File: src/tfba_map.vh
// Constants for the transparent file byte access block
`ifndef TFBA_MAP_VH
`define TFBA_MAP_VH

// Command operation codes
`define TFBA_OP_SELECT  2'h0
`define TFBA_OP_VERIFY  2'h1
`define TFBA_OP_READ    2'h2
`define TFBA_OP_UPDATE  2'h3

// Status word bytes
`define TFBA_SW_OK1     8'h90
`define TFBA_SW_OK2     8'h00
`define TFBA_SW_SEC1    8'h69
`define TFBA_SW_SEC2    8'h82
`define TFBA_SW_STR1    8'h69
`define TFBA_SW_STR2    8'h81
`define TFBA_SW_RNG1    8'h6b
`define TFBA_SW_RNG2    8'h00
`define TFBA_SW_NOF1    8'h6a
`define TFBA_SW_NOF2    8'h82
`define TFBA_SW_PIN1    8'h63
`define TFBA_SW_PIN2    8'hc0

// PIN value compared on verify, arbitrary
`define TFBA_PIN        15'h1234

// File table: size, transparent flag, PIN protection, short identifier
`define TFBA_SIZE0      5'h0b
`define TFBA_SIZE1      5'h10
`define TFBA_SIZE2      5'h10
`define TFBA_SIZE3      5'h10
`define TFBA_TRANSP     4'h3
`define TFBA_PROT       4'h9
`define TFBA_SFI0       5'h01
`define TFBA_SFI1       5'h02

// Storage geometry and response buffer
`define TFBA_FILE_BYTES 16
`define TFBA_FIFO_DEPTH 16

`endif

File: src/tfba_fifo.v
// Synchronous FIFO with valid and ready on both sides
`timescale 1ns/1ps
module tfba_fifo #(
  parameter W  = 8,
  parameter D  = 16,
  parameter AW = 4
) (
  input  wire         clk_in,
  input  wire         rst_in,
  input  wire         in_valid_in,
  input  wire [W-1:0] in_data_in,
  output wire         in_ready_out,
  output wire         out_valid_out,
  output wire [W-1:0] out_data_out,
  input  wire         out_ready_in
);
  reg [W-1:0] mem [0:D-1];
  reg [AW-1:0] wptr;
  reg [AW-1:0] rptr;
  reg [AW:0]   count;
  wire         push;
  wire         pop;

  // Full and empty come straight from the occupancy count
  assign in_ready_out  = (count != D[AW:0]);
  assign out_valid_out = (count != {(AW+1){1'b0}});
  assign out_data_out  = mem[rptr];
  assign push          = in_valid_in & in_ready_out;
  assign pop           = out_valid_out & out_ready_in;

  // Storage is not reset; only the pointers and the count carry state
  always @(posedge clk_in)
  begin
    if (push)
      mem[wptr] <= in_data_in;
  end

  // Pointer and count update
  always @(posedge clk_in or posedge rst_in)
  begin
    if (rst_in)
    begin
      wptr  <= {AW{1'b0}};
      rptr  <= {AW{1'b0}};
      count <= {(AW+1){1'b0}};
    end
    else
    begin
      if (push)
        wptr <= wptr + 1'b1;
      if (pop)
        rptr <= rptr + 1'b1;
      if (push & ~pop)
        count <= count + 1'b1;
      else if (pop & ~push)
        count <= count - 1'b1;
    end
  end
endmodule // tfba_fifo

File: src/tfba_core.v
// Binary read and update command engine for transparent files
// How it works
// - Read returns consecutive bytes from the current transparent file.
// - Read offset and count select which bytes come back.
// - Requested bytes go out as response data on success.
// - Read without access returns no data and status 69 82.
// - Successful PIN verify opens protected files for read and update.
// - Normal completion of read or update ends with status 90 00.
// - Read at offset 1 of 10 bytes starts at the second byte.
// - Both commands accept a short identifier instead of prior selection.
// - Update by short identifier makes that file the current one.
// - Commands on non-transparent files abort with status 69 81.
// - Update overwrites bytes of the current transparent file.
// - Update writes exactly count bytes starting at offset.
// - Update without access leaves data unchanged, status 69 82.
// - One-byte update at offset 1 changes only the second byte.
`timescale 1ns/1ps
`include "tfba_map.vh"
module tfba_core (
  input  wire        clk_in,
  input  wire        rst_in,
  input  wire        cmd_valid_in,
  output wire        cmd_ready_out,
  input  wire [1:0]  cmd_op_in,
  input  wire [1:0]  cmd_file_in,
  input  wire [4:0]  cmd_sfi_in,
  input  wire [14:0] cmd_offset_in,
  input  wire [7:0]  cmd_len_in,
  input  wire        wr_valid_in,
  input  wire [7:0]  wr_data_in,
  output wire        wr_ready_out,
  output wire        rsp_valid_out,
  output wire [7:0]  rsp_data_out,
  input  wire        rsp_ready_in,
  output reg         sw_valid_out,
  output reg  [7:0]  sw1_out,
  output reg  [7:0]  sw2_out,
  output reg         pin_ok_out,
  output reg  [1:0]  cur_file_out
);
  localparam ST_IDLE   = 3'h0;
  localparam ST_CHECK  = 3'h1;
  localparam ST_READ   = 3'h2;
  localparam ST_WRITE  = 3'h3;
  localparam ST_DRAIN  = 3'h4;
  localparam ST_STATUS = 3'h5;

  // File attribute bit maps, one bit per file index; a macro literal cannot be indexed
  localparam [3:0] TRANSP_MAP = `TFBA_TRANSP;
  localparam [3:0] PROT_MAP   = `TFBA_PROT;

  reg  [7:0]  mem [0:4*`TFBA_FILE_BYTES-1];
  reg  [2:0]  state;
  reg  [1:0]  op;
  reg  [1:0]  sel_file;
  reg  [4:0]  sfi;
  reg  [14:0] offset;
  reg  [7:0]  len;
  reg  [1:0]  tgt;
  reg  [3:0]  ptr;
  reg  [7:0]  cnt;
  wire        fifo_ready;
  wire        fifo_push;
  wire        sfi_hit;
  wire [1:0]  sfi_file;
  wire [1:0]  file;
  wire [15:0] end_pos;
  wire [5:0]  addr;
  wire        take;
  wire [2:0]  sfi_dec;
  wire        bad_sfi;
  wire        not_transp;
  wire        locked;
  wire        out_of_range;
  wire        refuse;

  ////////////////////////////////////////////////////////////////////////
  // File table lookups

  // Short identifier to file index; bit 2 flags a known identifier
  function [2:0] tfba_sfi_decode;
    input [4:0] id;
    begin
      if (id == `TFBA_SFI0)
        tfba_sfi_decode = 3'h4;
      else if (id == `TFBA_SFI1)
        tfba_sfi_decode = 3'h5;
      else
        tfba_sfi_decode = 3'h0;
    end
  endfunction

  // File size in bytes
  function [4:0] tfba_size;
    input [1:0] f;
    begin
      case (f)
        2'h0:    tfba_size = `TFBA_SIZE0;
        2'h1:    tfba_size = `TFBA_SIZE1;
        2'h2:    tfba_size = `TFBA_SIZE2;
        default: tfba_size = `TFBA_SIZE3;
      endcase
    end
  endfunction

  ////////////////////////////////////////////////////////////////////////
  // Target file and bounds

  // short identifier overrides the current file
  assign sfi_dec  = tfba_sfi_decode(sfi);
  assign sfi_hit  = sfi_dec[2];
  assign sfi_file = sfi_dec[1:0];
  assign file     = (sfi != 5'h00) ? sfi_file : cur_file_out;
  // end position kept wide so large offsets cannot wrap
  assign end_pos  = {1'b0, offset} + {8'h00, len};
  // byte address is file base plus running offset
  assign addr     = {tgt, ptr};

  ////////////////////////////////////////////////////////////////////////
  // Refusal conditions, in the order the status word reports them

  // an unknown short identifier names no file
  assign bad_sfi      = (sfi != 5'h00) && !sfi_hit;
  // only transparent files take byte commands
  assign not_transp   = !TRANSP_MAP[file];
  // protected files wait for a verified PIN
  assign locked       = PROT_MAP[file] && !pin_ok_out;
  // a request must end inside the file
  assign out_of_range = end_pos > {11'h000, tfba_size(file)};
  // Any refusal; a refused update still drains so the byte stream stays aligned
  assign refuse       = bad_sfi | not_transp | locked | out_of_range;

  ////////////////////////////////////////////////////////////////////////
  // Handshakes

  assign cmd_ready_out = (state == ST_IDLE);
  assign wr_ready_out  = (state == ST_WRITE) || (state == ST_DRAIN);
  assign take          = wr_valid_in & wr_ready_out;
  // read bytes enter the response buffer, stalling when full
  assign fifo_push     = (state == ST_READ);

  // response byte comes from the target file at the pointer
  tfba_fifo #(
    .W  (8),
    .D  (`TFBA_FIFO_DEPTH),
    .AW (4)
  ) u_rsp_fifo (
    .clk_in        (clk_in),
    .rst_in        (rst_in),
    .in_valid_in   (fifo_push),
    .in_data_in    (mem[addr]),
    .in_ready_out  (fifo_ready),
    .out_valid_out (rsp_valid_out),
    .out_data_out  (rsp_data_out),
    .out_ready_in  (rsp_ready_in)
  );

  ////////////////////////////////////////////////////////////////////////
  // File storage

  // update overwrites bytes; refused updates never reach here
  always @(posedge clk_in)
  begin
    if ((state == ST_WRITE) && wr_valid_in)
      mem[addr] <= wr_data_in;
  end

  ////////////////////////////////////////////////////////////////////////
  // Command sequencer

  always @(posedge clk_in or posedge rst_in)
  begin
    if (rst_in)
    begin
      state        <= ST_IDLE;
      op           <= 2'h0;
      sel_file     <= 2'h0;
      sfi          <= 5'h00;
      offset       <= 15'h0000;
      len          <= 8'h00;
      tgt          <= 2'h0;
      ptr          <= 4'h0;
      cnt          <= 8'h00;
      sw_valid_out <= 1'b0;
      sw1_out      <= 8'h00;
      sw2_out      <= 8'h00;
      // any reset drops the verified state
      pin_ok_out   <= 1'b0;
      cur_file_out <= 2'h0;
    end
    else
    begin
      sw_valid_out <= 1'b0;
      case (state)
        ST_IDLE:
        begin
          if (cmd_valid_in)
          begin
            op       <= cmd_op_in;
            sel_file <= cmd_file_in;
            sfi      <= cmd_sfi_in;
            offset   <= cmd_offset_in;
            len      <= cmd_len_in;
            state    <= ST_CHECK;
          end
        end
        ST_CHECK:
        begin
          tgt   <= file;
          ptr   <= offset[3:0];
          cnt   <= len;
          state <= ST_STATUS;
          sw1_out <= `TFBA_SW_OK1;
          sw2_out <= `TFBA_SW_OK2;
          if (op == `TFBA_OP_SELECT)
            cur_file_out <= sel_file;
          else if (op == `TFBA_OP_VERIFY)
          begin
            if (offset == `TFBA_PIN)
              pin_ok_out <= 1'b1;
            else
            begin
              sw1_out <= `TFBA_SW_PIN1;
              sw2_out <= `TFBA_SW_PIN2;
            end
          end
          else
          begin
            if (bad_sfi)
            begin
              sw1_out <= `TFBA_SW_NOF1;
              sw2_out <= `TFBA_SW_NOF2;
            end
            else if (not_transp)
            begin
              sw1_out <= `TFBA_SW_STR1;
              sw2_out <= `TFBA_SW_STR2;
            end
            else if (locked)
            begin
              sw1_out <= `TFBA_SW_SEC1;
              sw2_out <= `TFBA_SW_SEC2;
            end
            // request beyond the end of file
            else if (out_of_range)
            begin
              sw1_out <= `TFBA_SW_RNG1;
              sw2_out <= `TFBA_SW_RNG2;
            end
            else
            begin
              // short identifier selects the file as current
              if (sfi != 5'h00)
                cur_file_out <= file;
              if (len != 8'h00)
                state <= (op == `TFBA_OP_READ) ? ST_READ : ST_WRITE;
            end
            // Refused update still swallows its data bytes
            if (op == `TFBA_OP_UPDATE && len != 8'h00)
            begin
              if (refuse)
                state <= ST_DRAIN;
            end
          end
        end
        ST_READ:
        begin
          // pointer starts at the offset and walks forward
          if (fifo_ready)
          begin
            ptr <= ptr + 4'h1;
            cnt <= cnt - 8'h01;
            if (cnt == 8'h01)
              state <= ST_STATUS;
          end
        end
        ST_WRITE,
        ST_DRAIN:
        begin
          // exactly count bytes from the offset
          if (take)
          begin
            ptr <= ptr + 4'h1;
            cnt <= cnt - 8'h01;
            if (cnt == 8'h01)
              state <= ST_STATUS;
          end
        end
        ST_STATUS:
        begin
          sw_valid_out <= 1'b1;
          state        <= ST_IDLE;
        end
        default:
          state <= ST_IDLE;
      endcase
    end
  end
endmodule // tfba_core

File: config.mk
export PLATFORM = sky130hd
export DESIGN_NAME = tfba_core
export DESIGN_NICKNAME = d
export VERILOG_FILES = /design/src/tfba_fifo.v /design/src/tfba_core.v
export VERILOG_INCLUDE_DIRS = /design/src
export SDC_FILE = /design/constraint.sdc
export NUM_CORES = 1
export LEC_CHECK = 0
export ABC_AREA = 1
export BUFFER_PORTS_ARGS = -buffer_cell sky130_fd_sc_hd__buf_2
export CAP_MARGIN = 20
export CORE_MARGIN = 2
export CORE_UTILIZATION = 45
export DETAILED_ROUTE_END_ITERATION = 7
export GPL_TIMING_DRIVEN = 1
export MAX_ROUTING_LAYER = met4
export PLACE_DENSITY_LB_ADDON = 0.1
export SYNTH_ARGS = -nofsm -noshare
export SYNTH_HDL_FRONTEND = slang
export SYNTH_SLANG_ARGS = --single-unit
File: constraint.sdc
create_clock -name clk_in -period 3.48 [get_ports clk_in]
set_clock_uncertainty 0.2 [all_clocks]
set_input_delay 0.174 -clock clk_in [delete_from_list [all_inputs] [get_ports clk_in]]
set_output_delay 0.174 -clock clk_in [all_outputs]
set_load 0.05 [all_outputs]
==> impl_metrics.json, run 1 <==
{
  "status": "finished, final reports clean",
  "ys_seq_area_share_pct": 73.5,
  "start_util_pct": 45.5,
  "cp_slowest_cell": "or2_1",
  "postSynthAreaPerCell_um2": 13.2,
  "min_path_type": "in -> reg",
  "wirelength_mm": 76.7,
  "start_kind": "flop",
  "critPathBufInv": 3,
  "slowest_delay_ns": 0.49,
  "drtIter0Drc": 1613,
  "clock-sinks": 715,
  "rows": 92,
  "async_flop_share_pct": 10.5,
  "tightestPinTransition_ns": 0.955,
  "grt_pass1_vias": 18500,
  "regArea_um2": 21100,
  "max_slew_margin_pct": 36.1,
  "utilization_pct": 53.3,
  "crit_chain": "inv_2 > nand3_4 > inv_2 > buf_4 > nand2_1 > o21ai_0 > a221oi_1 > nand4_1 > nand2_1 > nand4_1 > or2_1",
  "yosysTopAreaCell": "edfxtp_1",
  "hpwl_mm": 49.6,
  "synthTopCellsByArea": "edfxtp_1, dfrtp_1, nand2_1",
  "drtPass1Iterations": 7,
  "ir_worst_vdd_uv": 397,
  "critPathKind": "reg -> reg",
  "die_x_um": 257,
  "final-hold-violation-count": 0,
  "path_clk_slew_ns": 0.06,
  "insertion_delay_ns": 0.61,
  "ys_types": 53,
  "grt_max_degree": 51,
  "placed_area_um2": 30800,
  "cts_setup_buffers": 0,
  "fin_crit_sh_pct": 90.3,
  "gp_congestion": 0.880,
  "drive_above_1_share_pct": 14.7,
  "ys.flop_type": "edfxtp_1",
  "nets": 2468,
  "drc": 0,
  "antenna_found_initial": 1,
  "die_area_um2": 65800,
  "synth_edf_count": 640,
  "post-route-cell-area_um2": 33600,
  "netlist.area_leader.share_pct": 67.0,
  "path_max_fanout": 16,
  "crit_arrival_ns": 3.19,
  "h-tree-depth": 3,
  "leakagePower_nw": 12.2,
  "routedWlPerCell_um": 23.2,
  "die_h_um": 257,
  "grt_pass1_wl_mm": 116,
  "viasPerCell": 5.57,
  "rsz0062_at_grt": "no",
  "power.total_mw": 27.9,
  "cts-root-buf": "clkbuf_16",
  "ys_warn_count": 0,
  "synth_area_um2": 28700,
  "powerDensity_nw_per_um2": 831,
  "setup_viol": 0,
  "final_cell_mix": "edfxtp_1, nand2_1, nor2_1",
  "core_um2": 63100,
  "crit_path_end_kind": "flop",
  "cp.required_ns": 3.53,
  "hold_slack_ns": 0.00638,
  "grt-ovfl-total": 0,
  "vias": 18400,
  "io_buffers": 70,
  "timing.fmax_ghz": 0.318,
  "cts_tree": "built",
  "synth-seq-cells": 715,
  "layout_min_cycle_time_ns": 3.14,
  "final_common_cell": "edfxtp_1",
  "io-pin-count": 76,
  "drv_slew": 0,
  "maxCapViolations": 0,
  "synthCells": 2169,
  "cts_buffers": 77,
  "clockBufferDepth": 3,
  "area_delta_synth_final_pct": 17.2,
  "setup_tns_ns": 0,
  "postRouteAntennaNets": 0,
  "critPathTopFamily": "simple AND/OR/NAND/NOR gates",
  "grt_use_total_pct": 24.2,
  "nFillCells": 5446,
  "multi_input_area_um2": 6690
}
worst paths after layout:
kind                       cells past startpoint                              to              startpoint  slack, ns
setup / recovery                              11  u_rsp_fifo.mem[7][3]$_DFFE_PP_      ptr[0]$_DFFE_PP0P_       0.34
hold / removal                                 1            mem[30][6]$_DFFE_PP_           wr_data_in[6]      0.006
setup reg to reg                              11  u_rsp_fifo.mem[7][3]$_DFFE_PP_      ptr[0]$_DFFE_PP0P_       0.34
hold reg to reg                                2          sw1_out[3]$_DFFE_PP0P_  sw1_out[3]$_DFFE_PP0P_       0.28
max in group asynchronous                      4              sfi[1]$_DFFE_PP0P_                  rst_in       2.25
min in group asynchronous                      3          sw1_out[4]$_DFFE_PP0P_                  rst_in       0.03
where the power goes:
group / total, mW / internal, mW / switching [mW]
combinational: 9.23 / 2.84 / 6.39
clock: 7.97 / 4.67 / 3.30
sequential: 10.7 / 10.3 / 0.426
total: 27.9 / 17.8 / 10.1
Yosys cell counts, types with 8 or more instances:
cell / count
o2bb2ai_1: 8
buf_1: 15
ha_1: 25
o221ai_1: 24
mux2_2: 15
a21oi_1: 37
buf_2: 29
nand2_1: 432
xor2_1: 8
inv_2: 11
dfrtp_1: 75
o211ai_1: 12
a221oi_1: 56
inv_1: 116
nor2_1: 206
nand4_1: 80
edfxtp_1: 640
nor3_1: 14
nand3_1: 51
mux2i_1: 22
buf_4: 9
a22oi_1: 68
a22o_1: 22
o21ai_0: 86
clkbuf_1: 45
routing by layer:
metal  vias to the layer above  wire (um)  global-route usage, %
li1                       8452          -                      -
met1                      9234      32600                   31.4
met2                       558      37500                   39.3
met3                       148       4120                   3.68
met4                         0       2500                   8.07
met5                         -          0                      -
metrics by stage:
stage / worst slack [ns] / instances
after floorplan: 0.329 / 2173
after global placement: 0.347 / 3124
after detailed placement: 0.320 / 3124
after CTS: 0.314 / 3302
after global routing: 0.00781 / 3303
final: 0.339 / 3303
layout make-up:
type,instances,share of cell area (%)
antenna,1,0.00744
tap,846,3.15
sequential,715,62.7
clock inverter,43,1.24
clock buffer,96,6.03
multi-input combinational,1229,19.9
timing repair buffer,242,5.47
inverter,131,1.47
registers in the layout (all words and copies together), names as in the netlist, 3 cells and up:
signal,cells
mem,512
u_rsp_fifo.mem,128
offset,15
cnt,8
len,8
sfi,5
sw1_out,5
u_rsp_fifo.count,5
ptr,4
sw2_out,4
u_rsp_fifo.rptr,4
u_rsp_fifo.wptr,4
state,3
timing repair:
action / CTS / global route
hold buffers: 39 / 0
setup endpoints to repair: 0 / 4
resized for setup: 0 / 4
hold endpoints to repair: 144 / 0
worst reg2reg max path: stages, from the launching register on:
cell and delay [ns]:
dfrtp_1 0.47, inv_2 0.15, nand3_4 0.09, inv_2 0.21, buf_4 0.26, nand2_1 0.06, o21ai_0 0.07, a221oi_1 0.35
nand4_1 0.18, nand2_1 0.16, nand4_1 0.08, or2_1 0.49
kinds of logic (layout without fill, tap and decap cells):
| group | count (synthesis) | count (layout) | synth area share [%] |
|---|---|---|---|
| buf+inv | 229 | 512 | 3.24 |
| flops | 715 | 715 | 73.5 |
| mux | 37 | 37 | 1.36 |
| simple gates | 807 | 807 | 12.0 |
| xor+xnor | 9 | 9 | 0.275 |
| compound gates | 344 | 344 | 8.39 |
| other cells | 1 | 6 | 0.0131 |
| fa+ha+maj | 27 | 27 | 1.23 |
No activity file was read; power rests on OpenSTA's default activity.
==> inputs of run 2 (changes only) <==
CORE_UTILIZATION = 48   (was 45)
==> impl_metrics.json, run 2 (synthesized netlist as in run 1, its figures left out) <==
{
  "start_util_pct": 48.6,
  "hold_slack_ns": 0.0194,
  "leakagePower_nw": 12.3,
  "post-route-cell-area_um2": 33700,
  "maxCapViolations": 0,
  "path_max_fanout": 16,
  "p_comb_share_pct": 33.2,
  "io_buffers": 70,
  "h-tree-depth": 3,
  "die_area_um2": 61700,
  "rows": 89,
  "largest_reg_flops": 512,
  "dp.cells": 3071,
  "critPathKind": "reg -> reg",
  "powerDensity_nw_per_um2": 831,
  "layout_min_cycle_time_ns": 3.29,
  "gp_congestion": 0.892,
  "min_path_type": "in -> reg",
  "cts-root-buf": "clkbuf_16",
  "start_kind": "flop",
  "grt-ovfl-total": 0,
  "drive_above_1_share_pct": 15.2,
  "grt_max_degree": 67,
  "setup_viol": 0,
  "timing.fmax_ghz": 0.304,
  "crit_chain": "inv_2 > nand3_4 > inv_2 > buf_4 > buf_4 > a22oi_1 > nand2_1 > o21ai_0 > nand2_1 > nor2_1 > nand4_1 > buf_4",
  "cts_setup_buffers": 0,
  "clock-sinks": 715,
  "insertion_delay_ns": 0.62,
  "cts_buffers": 74,
  "grt_pass1_wl_mm": 114,
  "status": "finished, final reports clean",
  "postRouteAntennaNets": 0,
  "antenna_found_initial": 0,
  "cp.required_ns": 3.62,
  "pwr-share-seq_pct": 38.7,
  "final_common_cell": "edfxtp_1",
  "clkPwrFrac_pct": 28.1,
  "vias": 18500,
  "grt_pass1_vias": 18200,
  "placed_area_um2": 30900,
  "cp_slowest_cell": "o21ai_0",
  "final_cell_mix": "edfxtp_1, nand2_1, nor2_1",
  "power.total_mw": 28.0,
  "routedWlPerCell_um": 23.1,
  "die_h_um": 248,
  "drc": 0,
  "p_int_mw": 17.8,
  "swShare_pct": 36.3,
  "ir_worst_vdd_uv": 836,
  "r2r_slack_ns": 0.19,
  "cts_tree": "built",
  "slowest_delay_ns": 0.51,
  "nets": 2484,
  "viasPerCell": 5.70,
  "crit_path_end_kind": "flop",
  "crit_top_cell": "buf_4",
  "reg_top3": "mem x512, u_rsp_fifo.mem x128, offset x15",
  "core_um2": 59000,
  "clockBufferDepth": 3,
  "diodes": 0,
  "max_slew_margin_pct": 36.2,
  "fin_cells": 3243,
  "drtPass1Iterations": 5,
  "wirelength_mm": 75.0,
  "crit_arrival_ns": 3.43,
  "area_delta_synth_final_pct": 17.4,
  "rsz0062_at_grt": "no",
  "hpwl_mm": 47.5,
  "top_register": "mem",
  "fin_crit_sh_pct": 94.6,
  "setup_tns_ns": 0,
  "path_clk_slew_ns": 0.06,
  "power.switching_mw": 10.2,
  "io-pin-count": 76,
  "drtIter0Drc": 1733,
  "drv_slew": 0,
  "tightestPinTransition_ns": 0.957,
  "final-hold-violation-count": 0,
  "die_x_um": 248,
  "grt_use_total_pct": 25.0
}
-- run 2: metal layers --
| metal | vias up | track usage, % | wire (um) |
|---|---|---|---|
| met5 | - | - | 0 |
| met4 | 0 | 5.94 | 1530 |
| met3 | 112 | 3.58 | 4280 |
| met2 | 615 | 40.5 | 36700 |
| met1 | 9271 | 33.7 | 32500 |
| li1 | 8471 | - | - |
-- run 2: path summary, 6_finish.rpt --
| check | from | end | cells after the start |
|---|---|---|---|
| setup / recovery | ptr[0]$_DFFE_PP0P_ | u_rsp_fifo.mem[4][1]$_DFFE_PP_ | 12 |
| hold / removal | wr_data_in[5] | mem[39][5]$_DFFE_PP_ | 1 |
| setup reg to reg | ptr[0]$_DFFE_PP0P_ | u_rsp_fifo.mem[4][1]$_DFFE_PP_ | 12 |
| hold reg to reg | sw1_out[3]$_DFFE_PP0P_ | sw1_out[3]$_DFFE_PP0P_ | 2 |
| max in group asynchronous | rst_in | offset[2]$_DFFE_PP0P_ | 4 |
| min in group asynchronous | rst_in | sw1_out[6]$_DFFE_PP0P_ | 3 |
-- run 2: critical path: cells and delay by family (launching register included) --
| family | cells | cell delay, ns |
|---|---|---|
| AOI/OAI and AO/OA | 2 | 0.67 |
| buffers and inverters | 5 | 0.97 |
| DFF | 1 | 0.48 |
| and+or+nand+nor | 5 | 0.69 |
-- run 2: layout make-up --
| type | count | area [um^2] |
|---|---|---|
| clock buffer | 89 | 1950 |
| clock inverter | 45 | 454 |
| fill | 4847 | 25300 |
| inverter | 131 | 493 |
| multi-input combinational | 1229 | 6690 |
| sequential | 715 | 21100 |
| tap | 773 | 967 |
| timing repair buffer | 261 | 2030 |
-- run 2: per-stage QoR --
step,utilization [%],setup WS [ns]
6_report,57.1,0.189
3_5_place_dp,52.3,0.200
2_1_floorplan,-,0.329
5_1_grt,57.1,0.00531
4_1_cts,57.1,0.184
3_3_place_gp,52.3,0.276
-- run 2: what timing repair did --
| item | CTS | global route |
|---|---|---|
| hold endpoints to repair | 166 | 0 |
| endpoints found under the setup margin | 0 | 2 |
| hold buffers | 38 | 0 |
| gates resized for setup | 0 | 2 |
-- run 2: power by group through the flow --
| stage | combinational (mW) | sequential (mW) | clock, mW |
|---|---|---|---|
| after CTS | 9.31 | 10.8 | 8.00 |
| after global placement | 9.13 | 11.0 | 0 |
| after global routing | 10.2 | 10.9 | 8.33 |
| after floorplan | 5.74 | 10.9 | 0 |
| after detailed placement | 9.24 | 11.0 | 0 |
| final | 9.30 | 10.8 | 7.86 |
